<file path="src/hw/port_io_fault_monitor_defs.vh">
// Constants of the port configuration and fault monitor block
`ifndef PORT_IO_FAULT_MONITOR_DEFS_VH
`define PORT_IO_FAULT_MONITOR_DEFS_VH

// Register indices carried by the decoded command port
`define REG_TBL 4'h0
`define REG_PAL 4'h1
`define REG_PBL 4'h2
`define REG_DIRECTION_A 4'h3
`define REG_DIRECTION_B 4'h4
`define REG_IAM 4'h5
`define REG_IBM 4'h6
`define REG_DESIRED_VALUE_A 4'h7
`define REG_DESIRED_VALUE_B 4'h8
`define REG_IAE 4'h9
`define REG_IBE 4'ha
`define REG_PCR 4'hb
`define REG_ICR 4'hd
`define REG_FCR 4'he

// Port configuration fields
`define PCR_TRI 7
`define PCR_CEM 6
`define PCR_MODE_HI 5
`define PCR_MODE_LO 3
`define PCR_PLS 2
`define PCR_EGA 1
`define PCR_READY_POLARITY 0

// Port mode codes (top bit clear is general I/O)
`define MODE_MULTI 3'h4
`define MODE_SINGLE 3'h5
`define MODE_OUT 3'h6
`define MODE_BIDIR 3'h7

// Interrupt configuration fields
`define ICR_INTR_OR_ROUTE 6
`define ICR_BAD_CMD_INTR_EN 5
`define ICR_RX_READY_INTR_EN 4
`define ICR_TX_EMPTY_INTR_EN 3
`define ICR_PIN_ERROR_INTR_EN 2
`define ICR_ENA 1
`define ICR_ENB 0
`define ICR_WMASK 8'h7f

// Threshold and lock fields
`define TBL_TU_HI 7
`define TBL_TU_LO 5
`define TBL_TL_HI 4
`define TBL_TL_LO 2
`define TBL_ADS 1
`define TBL_BL 0

// Port B pins used by the handshake
`define PB_EXT_STROBE_IN 7
`define PB_XMIT_EMPTY_OUT 6
`define PB_RX_FULL_OUT 5
`define PB_PEN 4

// Reset values and special codes
`define RST_BYTE 8'h00
`define RST_FC 1'b1
`define RST_XRE 1'b1
`define FCR_UNKNOWN 8'hff
`define NV_B_ALWAYS 8'h0f

`endif

</file>
<file path="src/hw/port_io_fault_monitor.v">
// Port configuration, handshake, fault monitor and interrupt logic of the dual port
//
// How it works
// - Mode field: 0xx general, 100..111 handshake modes
// - Pulse-select 0 interlocked, 1 pulsed strobes
// - Edge-select 0 falling, 1 rising strobe edge
// - Polarity bit sets ready/strobe active level
// - Output mode: tri-state bit floats port A
// - Port enable low mutes interrupts, optionally floats
// - Direction bit per pin: 0 input, 1 output
// - Handshake ignores direction A and B7..B4
// - Desired A nonvolatile only in general mode
// - Desired B low nibble always nonvolatile
// - Latch A on read, or on strobe edge
// - Latch B always on its read command
// - Mask bit 0 monitors the pin
// - Error flag when pin differs from desired
// - Pin errors interrupt only when enabled
// - Routing bit ORs both interrupt sources
// - Failed command interrupts only when enabled
// - Ready and empty flags, when enabled, raise interrupt A
// - Output enables gate interrupts; top bit zero
// - Failed record: FFh or the received opcode
// - Writes hit both parts; restore at power-up
// - Analog select picks comparator thresholds
// - Reading failed record clears interrupts, flag
`timescale 1ns/1ns
`default_nettype none
`include "port_io_fault_monitor_defs.vh"

module port_io_fault_monitor (
  input wire clk, // 100 MHz clock
  input wire rst, // Synchronous reset, active high
  input wire cmd_valid, // Decoded register command, one cycle
  input wire cmd_write, // 1 write, 0 read
  input wire [3:0] cmd_reg, // Register index
  input wire [7:0] cmd_wdata, // Write data
  output reg [7:0] rd_data_q, // Read data
  output reg rd_valid_q, // Read data valid pulse
  input wire bad_cmd, // Bad command detected, one cycle
  input wire bad_cmd_opcode_fault, // 1 unknown or incomplete opcode
  input wire [7:0] bad_cmd_opcode, // Opcode received with bad command
  input wire [7:0] nv_restore_a, // Nonvolatile copy of desired A
  input wire [7:0] nv_restore_b, // Nonvolatile copy of desired B
  output reg nv_write_a_q, // Start nonvolatile write of desired A
  output reg nv_write_b_q, // Start nonvolatile write of desired B
  output reg [7:0] nv_write_b_mask_q, // Bits of desired B to mirror
  output wire [7:0] desired_value_a, // Desired A, also nonvolatile data
  output wire [7:0] desired_value_b, // Desired B, also nonvolatile data
  input wire [7:0] pa_in, // Port A pin levels
  output reg [7:0] pa_out_q, // Port A drive value
  output reg [7:0] pa_oe_q, // Port A output enables
  input wire [7:0] pa_analog_in, // Port A comparator results
  input wire [7:0] pb_in, // Port B pin levels
  output reg [7:0] pb_out_q, // Port B drive value
  output reg [7:0] pb_oe_q, // Port B output enables
  input wire port_enable_in, // Port enable pin
  output reg intr_out_a, // Interrupt A request, active high
  output reg intr_out_b, // Interrupt B request, active high
  output wire [2:0] upper_threshold_code, // Threshold for pins A7..A4
  output wire [2:0] lower_threshold_code, // Threshold for pins A3..A0
  output wire analog_select, // Comparator mode selected
  output wire block_lock, // Memory block lock
  output wire rx_ready_flag, // Receive data ready
  output wire tx_empty_flag, // Transmit register empty
  output wire bad_cmd_flag // Failed command seen
);

  // Bidirectional slave transaction states
  localparam [2:0] BI_IDLE = 3'b001;
  localparam [2:0] BI_READ = 3'b010;
  localparam [2:0] BI_WRITE = 3'b100;

  // Port B pins taken by the handshake in each mode
  function [7:0] hs_pins;
    input [2:0] mode;
    begin
      case (mode)
        `MODE_MULTI: hs_pins = 8'h40;
        `MODE_SINGLE: hs_pins = 8'hc0;
        `MODE_OUT: hs_pins = 8'ha0;
        `MODE_BIDIR: hs_pins = 8'hf0;
        default: hs_pins = 8'h00;
      endcase
    end
  endfunction

  // Register file
  reg [7:0] tbl_q, dva_q, dvb_q, pcr_q, dda_q, ddb_q, iam_q, ibm_q, icr_q, fcr_q;
  reg [7:0] pal_q, pbl_q, iae_q, ibe_q;
  reg fc_q, rdr_q, xre_q, irq_a_q, irq_b_q, restore_q;
  reg [2:0] bi_q;
  reg [2:0] bi_d;

  // Two-flop synchronisers for pin inputs
  reg [7:0] pa_m, pa_s, an_m, an_s, pb_m, pb_s;
  reg pce_m, pce_s, ext_strobe_in_prev_q;

  always @(posedge clk) begin
    pa_m <= pa_in;
    pa_s <= pa_m;
    an_m <= pa_analog_in;
    an_s <= an_m;
    pb_m <= pb_in;
    pb_s <= pb_m;
    pce_m <= port_enable_in;
    pce_s <= pce_m;
    ext_strobe_in_prev_q <= pb_s[`PB_EXT_STROBE_IN];
  end

  // Configuration fields
  wire [2:0] mode = pcr_q[`PCR_MODE_HI:`PCR_MODE_LO];
  wire hs = mode[2];
  wire m_multi = (mode == `MODE_MULTI);
  wire m_single = (mode == `MODE_SINGLE);
  wire m_out = (mode == `MODE_OUT);
  wire m_bidir = (mode == `MODE_BIDIR);
  wire pulse_select = pcr_q[`PCR_PLS];
  wire ready_polarity = pcr_q[`PCR_READY_POLARITY];
  wire [7:0] hs_mask = hs_pins(mode);

  // Command decode
  wire rd_cmd = cmd_valid & ~cmd_write;
  wire wr_cmd = cmd_valid & cmd_write;
  wire rd_pal = rd_cmd & (cmd_reg == `REG_PAL);
  wire rd_pbl = rd_cmd & (cmd_reg == `REG_PBL);
  wire rd_fcr = rd_cmd & (cmd_reg == `REG_FCR);
  wire wr_dva = wr_cmd & (cmd_reg == `REG_DESIRED_VALUE_A);
  wire wr_dvb = wr_cmd & (cmd_reg == `REG_DESIRED_VALUE_B);

  // Sensed port A level: digital half-supply or comparator thresholds
  wire [7:0] sense_a = tbl_q[`TBL_ADS] ? an_s : pa_s;

  // Strobe edge detection on the synchronised pin
  wire ext_strobe_in_cur = pb_s[`PB_EXT_STROBE_IN];
  wire ext_strobe_in_act = pcr_q[`PCR_EGA] ? (~ext_strobe_in_prev_q & ext_strobe_in_cur)
                                  : (ext_strobe_in_prev_q & ~ext_strobe_in_cur);

  // Bidirectional slave controls
  wire pen_s = pb_s[`PB_PEN];
  wire rw_s = pb_s[`PB_EXT_STROBE_IN];
  wire bi_rd_end = (bi_q == BI_READ) & pen_s;
  wire bi_wr_end = (bi_q == BI_WRITE) & (pen_s | rw_s);

  // Slave transaction sequencing, only alive in bidirectional mode
  always @* begin
    bi_d = bi_q;
    case (bi_q)
      BI_IDLE: begin
        if (m_bidir & ~pen_s) begin
          bi_d = rw_s ? BI_READ : BI_WRITE;
        end
      end
      BI_READ: begin
        if (pen_s | ~m_bidir) begin
          bi_d = BI_IDLE;
        end
      end
      BI_WRITE: begin
        if (pen_s | rw_s | ~m_bidir) begin
          bi_d = BI_IDLE;
        end
      end
      default: bi_d = BI_IDLE;
    endcase
  end

  // Handshake flag events; setting outweighs clearing in the same cycle
  wire cap_single = m_single & ext_strobe_in_act & ~rdr_q;
  wire rdr_set = cap_single | (m_bidir & bi_wr_end);
  wire rdr_clr = rd_pal & (m_single | m_bidir);
  wire xre_set = (m_out & ext_strobe_in_act) | (m_bidir & bi_rd_end);
  wire xre_clr = wr_dva & (m_out | m_bidir);

  // Port A latch source: pins at read decode, or strobed/slave-written data
  wire pal_on_read = rd_pal & (~hs | m_multi);
  wire pal_on_hs = cap_single | (m_bidir & bi_wr_end);

  // Ready/strobe levels before polarity, interlocked or one-cycle pulses
  reg act6, act5;
  always @* begin
    act6 = 1'b0;
    act5 = 1'b0;
    case (mode)
      `MODE_MULTI: act6 = rd_pal;
      `MODE_SINGLE: act6 = pulse_select ? rd_pal : ~rdr_q;
      `MODE_OUT: act5 = pulse_select ? wr_dva : ~xre_q;
      `MODE_BIDIR: begin
        act6 = pulse_select ? bi_rd_end : xre_q;
        act5 = pulse_select ? wr_dva : ~xre_q;
      end
      default: begin
        act6 = 1'b0;
        act5 = 1'b0;
      end
    endcase
  end

  // Pin drive and enables, registered so the pins never see decode glitches
  reg [7:0] pa_oe_d, pb_oe_d, pb_out_d;
  always @* begin
    pa_oe_d = dda_q;
    if (m_out) begin
      pa_oe_d = {8{~pcr_q[`PCR_TRI]}};
    end else if (m_bidir) begin
      pa_oe_d = {8{~pen_s & rw_s}};
    end else if (hs) begin
      pa_oe_d = `RST_BYTE;
    end
    pb_oe_d = ddb_q;
    pb_out_d = dvb_q;
    if (hs) begin
      pb_oe_d[7:4] = 4'h0;
      pb_out_d[7:4] = 4'h0;
      pb_oe_d[`PB_XMIT_EMPTY_OUT] = m_multi | m_single | m_bidir;
      pb_oe_d[`PB_RX_FULL_OUT] = m_out | m_bidir;
      pb_out_d[`PB_XMIT_EMPTY_OUT] = ready_polarity ? act6 : ~act6;
      pb_out_d[`PB_RX_FULL_OUT] = ready_polarity ? act5 : ~act5;
    end
    if (pcr_q[`PCR_CEM] & ~pce_s) begin
      pa_oe_d = `RST_BYTE;
      pb_oe_d = `RST_BYTE;
    end
  end

  // Interrupt sources per port
  wire pin_err_en = icr_q[`ICR_PIN_ERROR_INTR_EN];
  // The clearing read retires the failed-command source, or its own request would survive the read
  wire fc_src = icr_q[`ICR_BAD_CMD_INTR_EN] & fc_q & ~rd_fcr;
  wire src_a = (pin_err_en & (|iae_q)) | fc_src
             | (icr_q[`ICR_RX_READY_INTR_EN] & rdr_q) | (icr_q[`ICR_TX_EMPTY_INTR_EN] & xre_q);
  wire src_b = (pin_err_en & (|ibe_q)) | fc_src;
  wire route = icr_q[`ICR_INTR_OR_ROUTE];
  wire req_a = route ? (irq_a_q | irq_b_q) : irq_a_q;
  wire req_b = route ? (irq_a_q | irq_b_q) : irq_b_q;

  // Read data mux
  reg [7:0] rd_mux;
  always @* begin
    rd_mux = `RST_BYTE;
    case (cmd_reg)
      `REG_TBL: rd_mux = tbl_q;
      `REG_PAL: rd_mux = pal_on_read ? sense_a : pal_q;
      `REG_PBL: rd_mux = pb_s;
      `REG_DIRECTION_A: rd_mux = dda_q;
      `REG_DIRECTION_B: rd_mux = ddb_q;
      `REG_IAM: rd_mux = iam_q;
      `REG_IBM: rd_mux = ibm_q;
      `REG_DESIRED_VALUE_A: rd_mux = dva_q;
      `REG_DESIRED_VALUE_B: rd_mux = dvb_q;
      `REG_IAE: rd_mux = iae_q;
      `REG_IBE: rd_mux = ibe_q;
      `REG_PCR: rd_mux = pcr_q;
      `REG_ICR: rd_mux = icr_q;
      `REG_FCR: rd_mux = fcr_q;
      default: rd_mux = `RST_BYTE;
    endcase
  end

  // Configuration registers and power-up restore of the desired values
  always @(posedge clk) begin
    if (rst) begin
      tbl_q <= `RST_BYTE;
      dva_q <= `RST_BYTE;
      dvb_q <= `RST_BYTE;
      pcr_q <= `RST_BYTE;
      dda_q <= `RST_BYTE;
      ddb_q <= `RST_BYTE;
      iam_q <= `RST_BYTE;
      ibm_q <= `RST_BYTE;
      icr_q <= `RST_BYTE;
      restore_q <= 1'b1;
    end else begin
      restore_q <= 1'b0;
      if (restore_q) begin
        dva_q <= nv_restore_a;
        dvb_q <= nv_restore_b;
      end else if (wr_cmd) begin
        case (cmd_reg)
          `REG_TBL: tbl_q <= cmd_wdata;
          `REG_DESIRED_VALUE_A: dva_q <= cmd_wdata;
          `REG_DESIRED_VALUE_B: dvb_q <= cmd_wdata;
          `REG_PCR: pcr_q <= cmd_wdata;
          `REG_DIRECTION_A: dda_q <= cmd_wdata;
          `REG_DIRECTION_B: ddb_q <= cmd_wdata;
          `REG_IAM: iam_q <= cmd_wdata;
          `REG_IBM: ibm_q <= cmd_wdata;
          `REG_ICR: icr_q <= cmd_wdata & `ICR_WMASK;
          default: tbl_q <= tbl_q;
        endcase
      end
    end
  end

  // Nonvolatile write starts; the memory engine mirrors the desired values
  always @(posedge clk) begin
    if (rst) begin
      nv_write_a_q <= 1'b0;
      nv_write_b_q <= 1'b0;
      nv_write_b_mask_q <= `RST_BYTE;
    end else begin
      nv_write_a_q <= wr_dva & ~hs & ~restore_q;
      nv_write_b_q <= wr_dvb & ~restore_q;
      if (wr_dvb) begin
        nv_write_b_mask_q <= hs ? `NV_B_ALWAYS : 8'hff;
      end
    end
  end

  // Input latches, fault flags and handshake flags
  always @(posedge clk) begin
    if (rst) begin
      pal_q <= `RST_BYTE;
      pbl_q <= `RST_BYTE;
      iae_q <= `RST_BYTE;
      ibe_q <= `RST_BYTE;
      rdr_q <= 1'b0;
      xre_q <= `RST_XRE;
      bi_q <= BI_IDLE;
    end else begin
      bi_q <= bi_d;
      if (pal_on_read) begin
        pal_q <= sense_a;
      end else if (pal_on_hs) begin
        pal_q <= pa_s;
      end
      if (rd_pbl) begin
        pbl_q <= pb_s;
      end
      // Level compare every cycle; handshake pins are never monitored
      iae_q <= (sense_a ^ dva_q) & ~iam_q & {8{~hs}};
      ibe_q <= (pb_s ^ dvb_q) & ~ibm_q & ~hs_mask;
      if (rdr_set) begin
        rdr_q <= 1'b1;
      end else if (rdr_clr) begin
        rdr_q <= 1'b0;
      end
      if (xre_set) begin
        xre_q <= 1'b1;
      end else if (xre_clr) begin
        xre_q <= 1'b0;
      end
    end
  end

  // Failed command record and flag; a new failure outweighs the clearing read
  always @(posedge clk) begin
    if (rst) begin
      fcr_q <= `RST_BYTE;
      fc_q <= `RST_FC;
    end else begin
      if (bad_cmd) begin
        fcr_q <= bad_cmd_opcode_fault ? `FCR_UNKNOWN : bad_cmd_opcode;
        fc_q <= 1'b1;
      end else if (rd_fcr) begin
        fc_q <= 1'b0;
      end
    end
  end

  // Interrupt requests are held until the failed record is read
  always @(posedge clk) begin
    if (rst) begin
      irq_a_q <= 1'b0;
      irq_b_q <= 1'b0;
      intr_out_a <= 1'b0;
      intr_out_b <= 1'b0;
    end else begin
      if (src_a) begin
        irq_a_q <= 1'b1;
      end else if (rd_fcr) begin
        irq_a_q <= 1'b0;
      end
      if (src_b) begin
        irq_b_q <= 1'b1;
      end else if (rd_fcr) begin
        irq_b_q <= 1'b0;
      end
      intr_out_a <= req_a & icr_q[`ICR_ENA] & pce_s & ~rd_fcr;
      intr_out_b <= req_b & icr_q[`ICR_ENB] & pce_s & ~rd_fcr;
    end
  end

  // Pin outputs and read answer
  always @(posedge clk) begin
    if (rst) begin
      pa_out_q <= `RST_BYTE;
      pa_oe_q <= `RST_BYTE;
      pb_out_q <= `RST_BYTE;
      pb_oe_q <= `RST_BYTE;
      rd_data_q <= `RST_BYTE;
      rd_valid_q <= 1'b0;
    end else begin
      pa_out_q <= dva_q;
      pa_oe_q <= pa_oe_d;
      pb_out_q <= pb_out_d;
      pb_oe_q <= pb_oe_d;
      rd_valid_q <= rd_cmd;
      if (rd_cmd) begin
        rd_data_q <= rd_mux;
      end
    end
  end

  assign desired_value_a = dva_q;
  assign desired_value_b = dvb_q;
  assign upper_threshold_code = tbl_q[`TBL_TU_HI:`TBL_TU_LO];
  assign lower_threshold_code = tbl_q[`TBL_TL_HI:`TBL_TL_LO];
  assign analog_select = tbl_q[`TBL_ADS];
  assign block_lock = tbl_q[`TBL_BL];
  assign rx_ready_flag = rdr_q;
  assign tx_empty_flag = xre_q;
  assign bad_cmd_flag = fc_q;

endmodule // port_io_fault_monitor
`default_nettype wire

</file>
<file path="config.mk">
export PLATFORM = sky130hd
export DESIGN_NAME = port_io_fault_monitor
export DESIGN_NICKNAME = d
export VERILOG_FILES = /design/src/hw/port_io_fault_monitor.v
export VERILOG_INCLUDE_DIRS = /design/src /design/src/hw
export SDC_FILE = /design/constraint.sdc
export NUM_CORES = 1
export LEC_CHECK = 0
export CORE_ASPECT_RATIO = 0.75
export CORE_MARGIN = 10
export CORE_UTILIZATION = 35
export DETAILED_ROUTE_END_ITERATION = 10
export DONT_BUFFER_PORTS = 1
export PLACE_DENSITY_LB_ADDON = 0.1
export SLEW_MARGIN = 0
export SYNTH_ARGS = -nofsm -noshare
export SYNTH_HDL_FRONTEND = slang
export SYNTH_SLANG_ARGS = --single-unit
export TNS_END_PERCENT = 20
</file>
<file path="constraint.sdc">
create_clock -name clk -period 4.7 [get_ports clk]
set_clock_uncertainty 0.15 [all_clocks]
set_input_delay 0.47 -clock clk [delete_from_list [all_inputs] [get_ports clk]]
set_output_delay 0.47 -clock clk [all_outputs]
set_load 0.005 [all_outputs]
</file>
==> summary.md <==
| Metric | Value |
|---|---|
| Nets | 950 |
| Die Span X | 199 um |
| Sequential Power Share | 0.454 |
| Routed via count | 6,810 |
| Setup Buffers After CTS | 0 |
| Area Growth Syn to Fin | 19.1% |
| Setup Total Neg Slack | 0 ns |
| Setup Viol. Count Final | 0 |
| N_diodes | 0 |
| Worst Setup SP | pcr_q[5]$_SDFFE_PP0P_ |
| YS warnings | 0 |
| Post-Syn Nets | 925 |
| Logic pwr share | 0.059 |
| Final hold vios | 0 |
| Post-synth ARST share | 0 |
| Pleak | 3.70 nW |
| Synth Area in Adders | 0 |
| Starting DRT DRC Count | 794 |
| Crit. End Element | register |
| FF-to-FF setup slack | 1.86 ns |
| Power Density | 417 mW/mm2 |
| Final Non-Filler Cells | 1,206 |
| Synth Area in XOR/XNOR | 0.0166 |
| Worst R2R Path Depth | 5 |
| Slew margin rel. | 0.201 |
| Final total power | 4.20 mW |
| Max Clk Rate | 0.352 GHz |
| Largest net degree at the start of global routing | 129 |
| All-Layer GR Usage | 0.198 |
| Number of routed nets with antenna violations | 0 |
| Compound-Gate Fraction of Synth Area | 0.133 |
| Maxcap violations | 0 |
| Inst Count DP | 1,094 |
| Delay-heaviest family, CP | compound AO/OA/AOI/OAI gates |
| Slowest CP cell | o211ai_1 |
| Most common cell after layout, fill and taps aside | dfxtp_1 |
| Hold_sp | rst |
| Initial antenna violation count | 0 |
| FF-to-FF Start | pcr_q[5]$_SDFFE_PP0P_ |
| Maximum VDD drop | 0.000247 V |
| Final WL | 31,300 um |
| Place WS | 1.85 ns |
| Critical Path RT | 4.98 ns |
| Mux contribution to synthesized area | 0.143 |
| Drt pass-1 iters | 5 |
| Largest stage delay, worst path | 0.95 ns |
| DR vias/cell | 5.65 |
| Clock root buffer | clkbuf_16 |
| I/O pin cnt | 147 |
| Post-DP HPWL | 21,700 um |
| Sink Count | 210 |
| Status | finished clean |
| IO Port Bufs | 0 |
| Synth Register Bits | 210 |
| CP max FO | 18 |
| Htree depth | 1 |
| Skew-Pair Late Insertion Delay | 0.54 ns |
| Dpl cell area | 0.00847 mm2 |
| Count of buffer and inverter cells on the critical path | 0 |
| Fin crit period | 2.84 ns |
| Worst Hold End | bi_q[2]$_SDFFE_PP0P_ |
| Number of synthesized flops with an enable pin | 0 |
| Wire per inst | 26.0 um |
| Seq/Total Area, Yosys | 0.498 |
| Mapped Area | 0.00844 mm2 |
| Critical path depth in cells | 5 |
| Die Area | 0.0308 mm2 |
| Switching power total | 971 uW |
| Slew @ Worst Pin | 1.19 ns |
| Final Slew Violations | 0 |
| Yosys cell types | 62 |
| Die span in y | 155 um |
| Layout cells sized above 1 | 0.102 |
| Starting Density | 0.354 |
| WHS | 0.0418 ns |
| Vias in the first global route | 6,715 |
| DRC viols | 0 |
| RSZ-0062 raised after global routing | no |
| Clk slew on worst S/H paths | 0.06 ns |
| Synth Area in Simple Gates | 0.160 |
| Final Cycle Share | 0.604 |
| Mean post-synth cell area | 9.84 um2 |
| Setup ws final | 1.86 ns |
| First-pass GRT wire length | 45,700 um |
| Post-Layout Inst Area | 0.0101 mm2 |
| CP Cell Sequence | and4bb_2 > a32oi_1 > o211ai_1 > mux2i_1 > a211oi_1 |
| Clock buffer count from CTS | 23 |
| Post-CTS Resized | 0 |
| Routability congestion estimate | 0.941 |
| Fill cell count | 2,271 |
| R2r endpoint | pal_q[4]$_SDFFE_PP0P_ |
| WHS Path Cells | 2 |
| Top_reg_cell synth | dfxtp_1 |
| Main combinational cell family by area after synthesis | simple AND/OR/NAND/NOR gates |
| Maximum clock path buffer count | 3 |
| WP data arrival | 3.12 ns |
| Hold Path Class | primary input to register |
| P_int | 3.22 mW |
| CP Launch Type | register |
| Switching Share | 0.231 |
| Row cnt | 49 |
| Core area | 0.0238 mm2 |
| CTS tree | done |
| Part of the power in the clock network | 0.487 |
| Fin util | 0.422 |
| Grt ovf | 0 |
| Commonest non-fill, non-tap cells in the layout | dfxtp_1, nor2_1, mux2i_1 |
| WS Path Type | register to register |
| Cell count after synthesis | 858 |
[what timing repair did]
action	in CTS	in global routing
endpoints found under the setup margin	0	0
hold buffers	70	0
hold endpoints to repair	153	0
[worst max path at each step]
stage / endpoint
finish: pal_q[4]$_SDFFE_PP0P_
global route: pal_q[6]$_SDFFE_PP0P_
CTS: ibm_q[4]$_SDFFE_PP0P_
detailed placement: ibm_q[4]$_SDFFE_PP0P_
global placement: ibm_q[1]$_SDFFE_PP0P_
floorplan: pb_out_q[6]$_SDFF_PP0_
[cell families after synthesis]
| family | Yosys count |
|---|---|
| compound gates | 165 |
| simple gates | 268 |
| buf+inv | 84 |
| xor+xnor | 16 |
| flops | 210 |
| mux | 115 |
[area by class of cell]
type,count,area [um2],area share
Timing Repair Buffer,74,748,0.0744
Tap cell,306,383,0.0381
Clock inverter,12,213,0.0212
Sequential cell,210,4200,0.418
Inverter,10,37.5,0.00373
Multi-Input combinational cell,564,3820,0.380
Clock buffer,30,652,0.0648
[synthesized netlist by cell type, types with 2 or more instances]
cell	number	area, um2
dfxtp_1	210	4200
a32oi_1	6	52.6
xnor2_1	16	140
nor4_1	6	37.5
o21ai_0	25	125
a221oi_1	4	35.0
nor3_1	19	95.1
a22oi_1	10	75.1
a32o_1	5	50.1
inv_1	10	37.5
nor2b_1	21	131
o211ai_1	6	45.0
buf_1	4	15.0
nor2_1	97	364
nand3_1	23	115
a21oi_1	47	235
o31ai_1	2	15.0
and2_1	7	43.8
nor3b_1	7	52.6
buf_4	17	128
nand4_1	3	18.8
and3_1	5	31.3
a2111oi_0	4	35.0
a22o_1	5	43.8
a311oi_1	8	70.1
nand2_1	43	161
o22ai_1	12	75.1
or3_1	6	37.5
mux2i_1	81	811
nor4_4	2	42.5
clkbuf_1	24	90.1
mux2_2	33	372
nor2_2	3	18.8
buf_2	28	140
o221ai_1	2	17.5
nand2b_1	9	56.3
o32ai_1	3	26.3
or4_1	6	45.0
nand3b_1	4	30.0
a211oi_1	13	97.6
[metal layers]
metal,GRT usage,vias to the layer above,wire (um)
li1,-,3117,-
met1,0.269,3329,14000
met2,0.295,310,13600
met3,0.0657,54,3070
met4,0.0471,0,732
met5,0,-,0
[power groups by stage]
| stage | clock, mW | sequential, mW | combinational [mW] |
|---|---|---|---|
| floorplan | 0 | 1.91 | 0.176 |
| detailed placement | 0 | 1.94 | 0.158 |
| global route | 2.15 | 1.91 | 0.265 |
| finish | 2.04 | 1.90 | 0.248 |
| CTS | 2.08 | 1.90 | 0.245 |
| global placement | 0 | 1.94 | 0.157 |
Power figures use the tool's default switching activity.
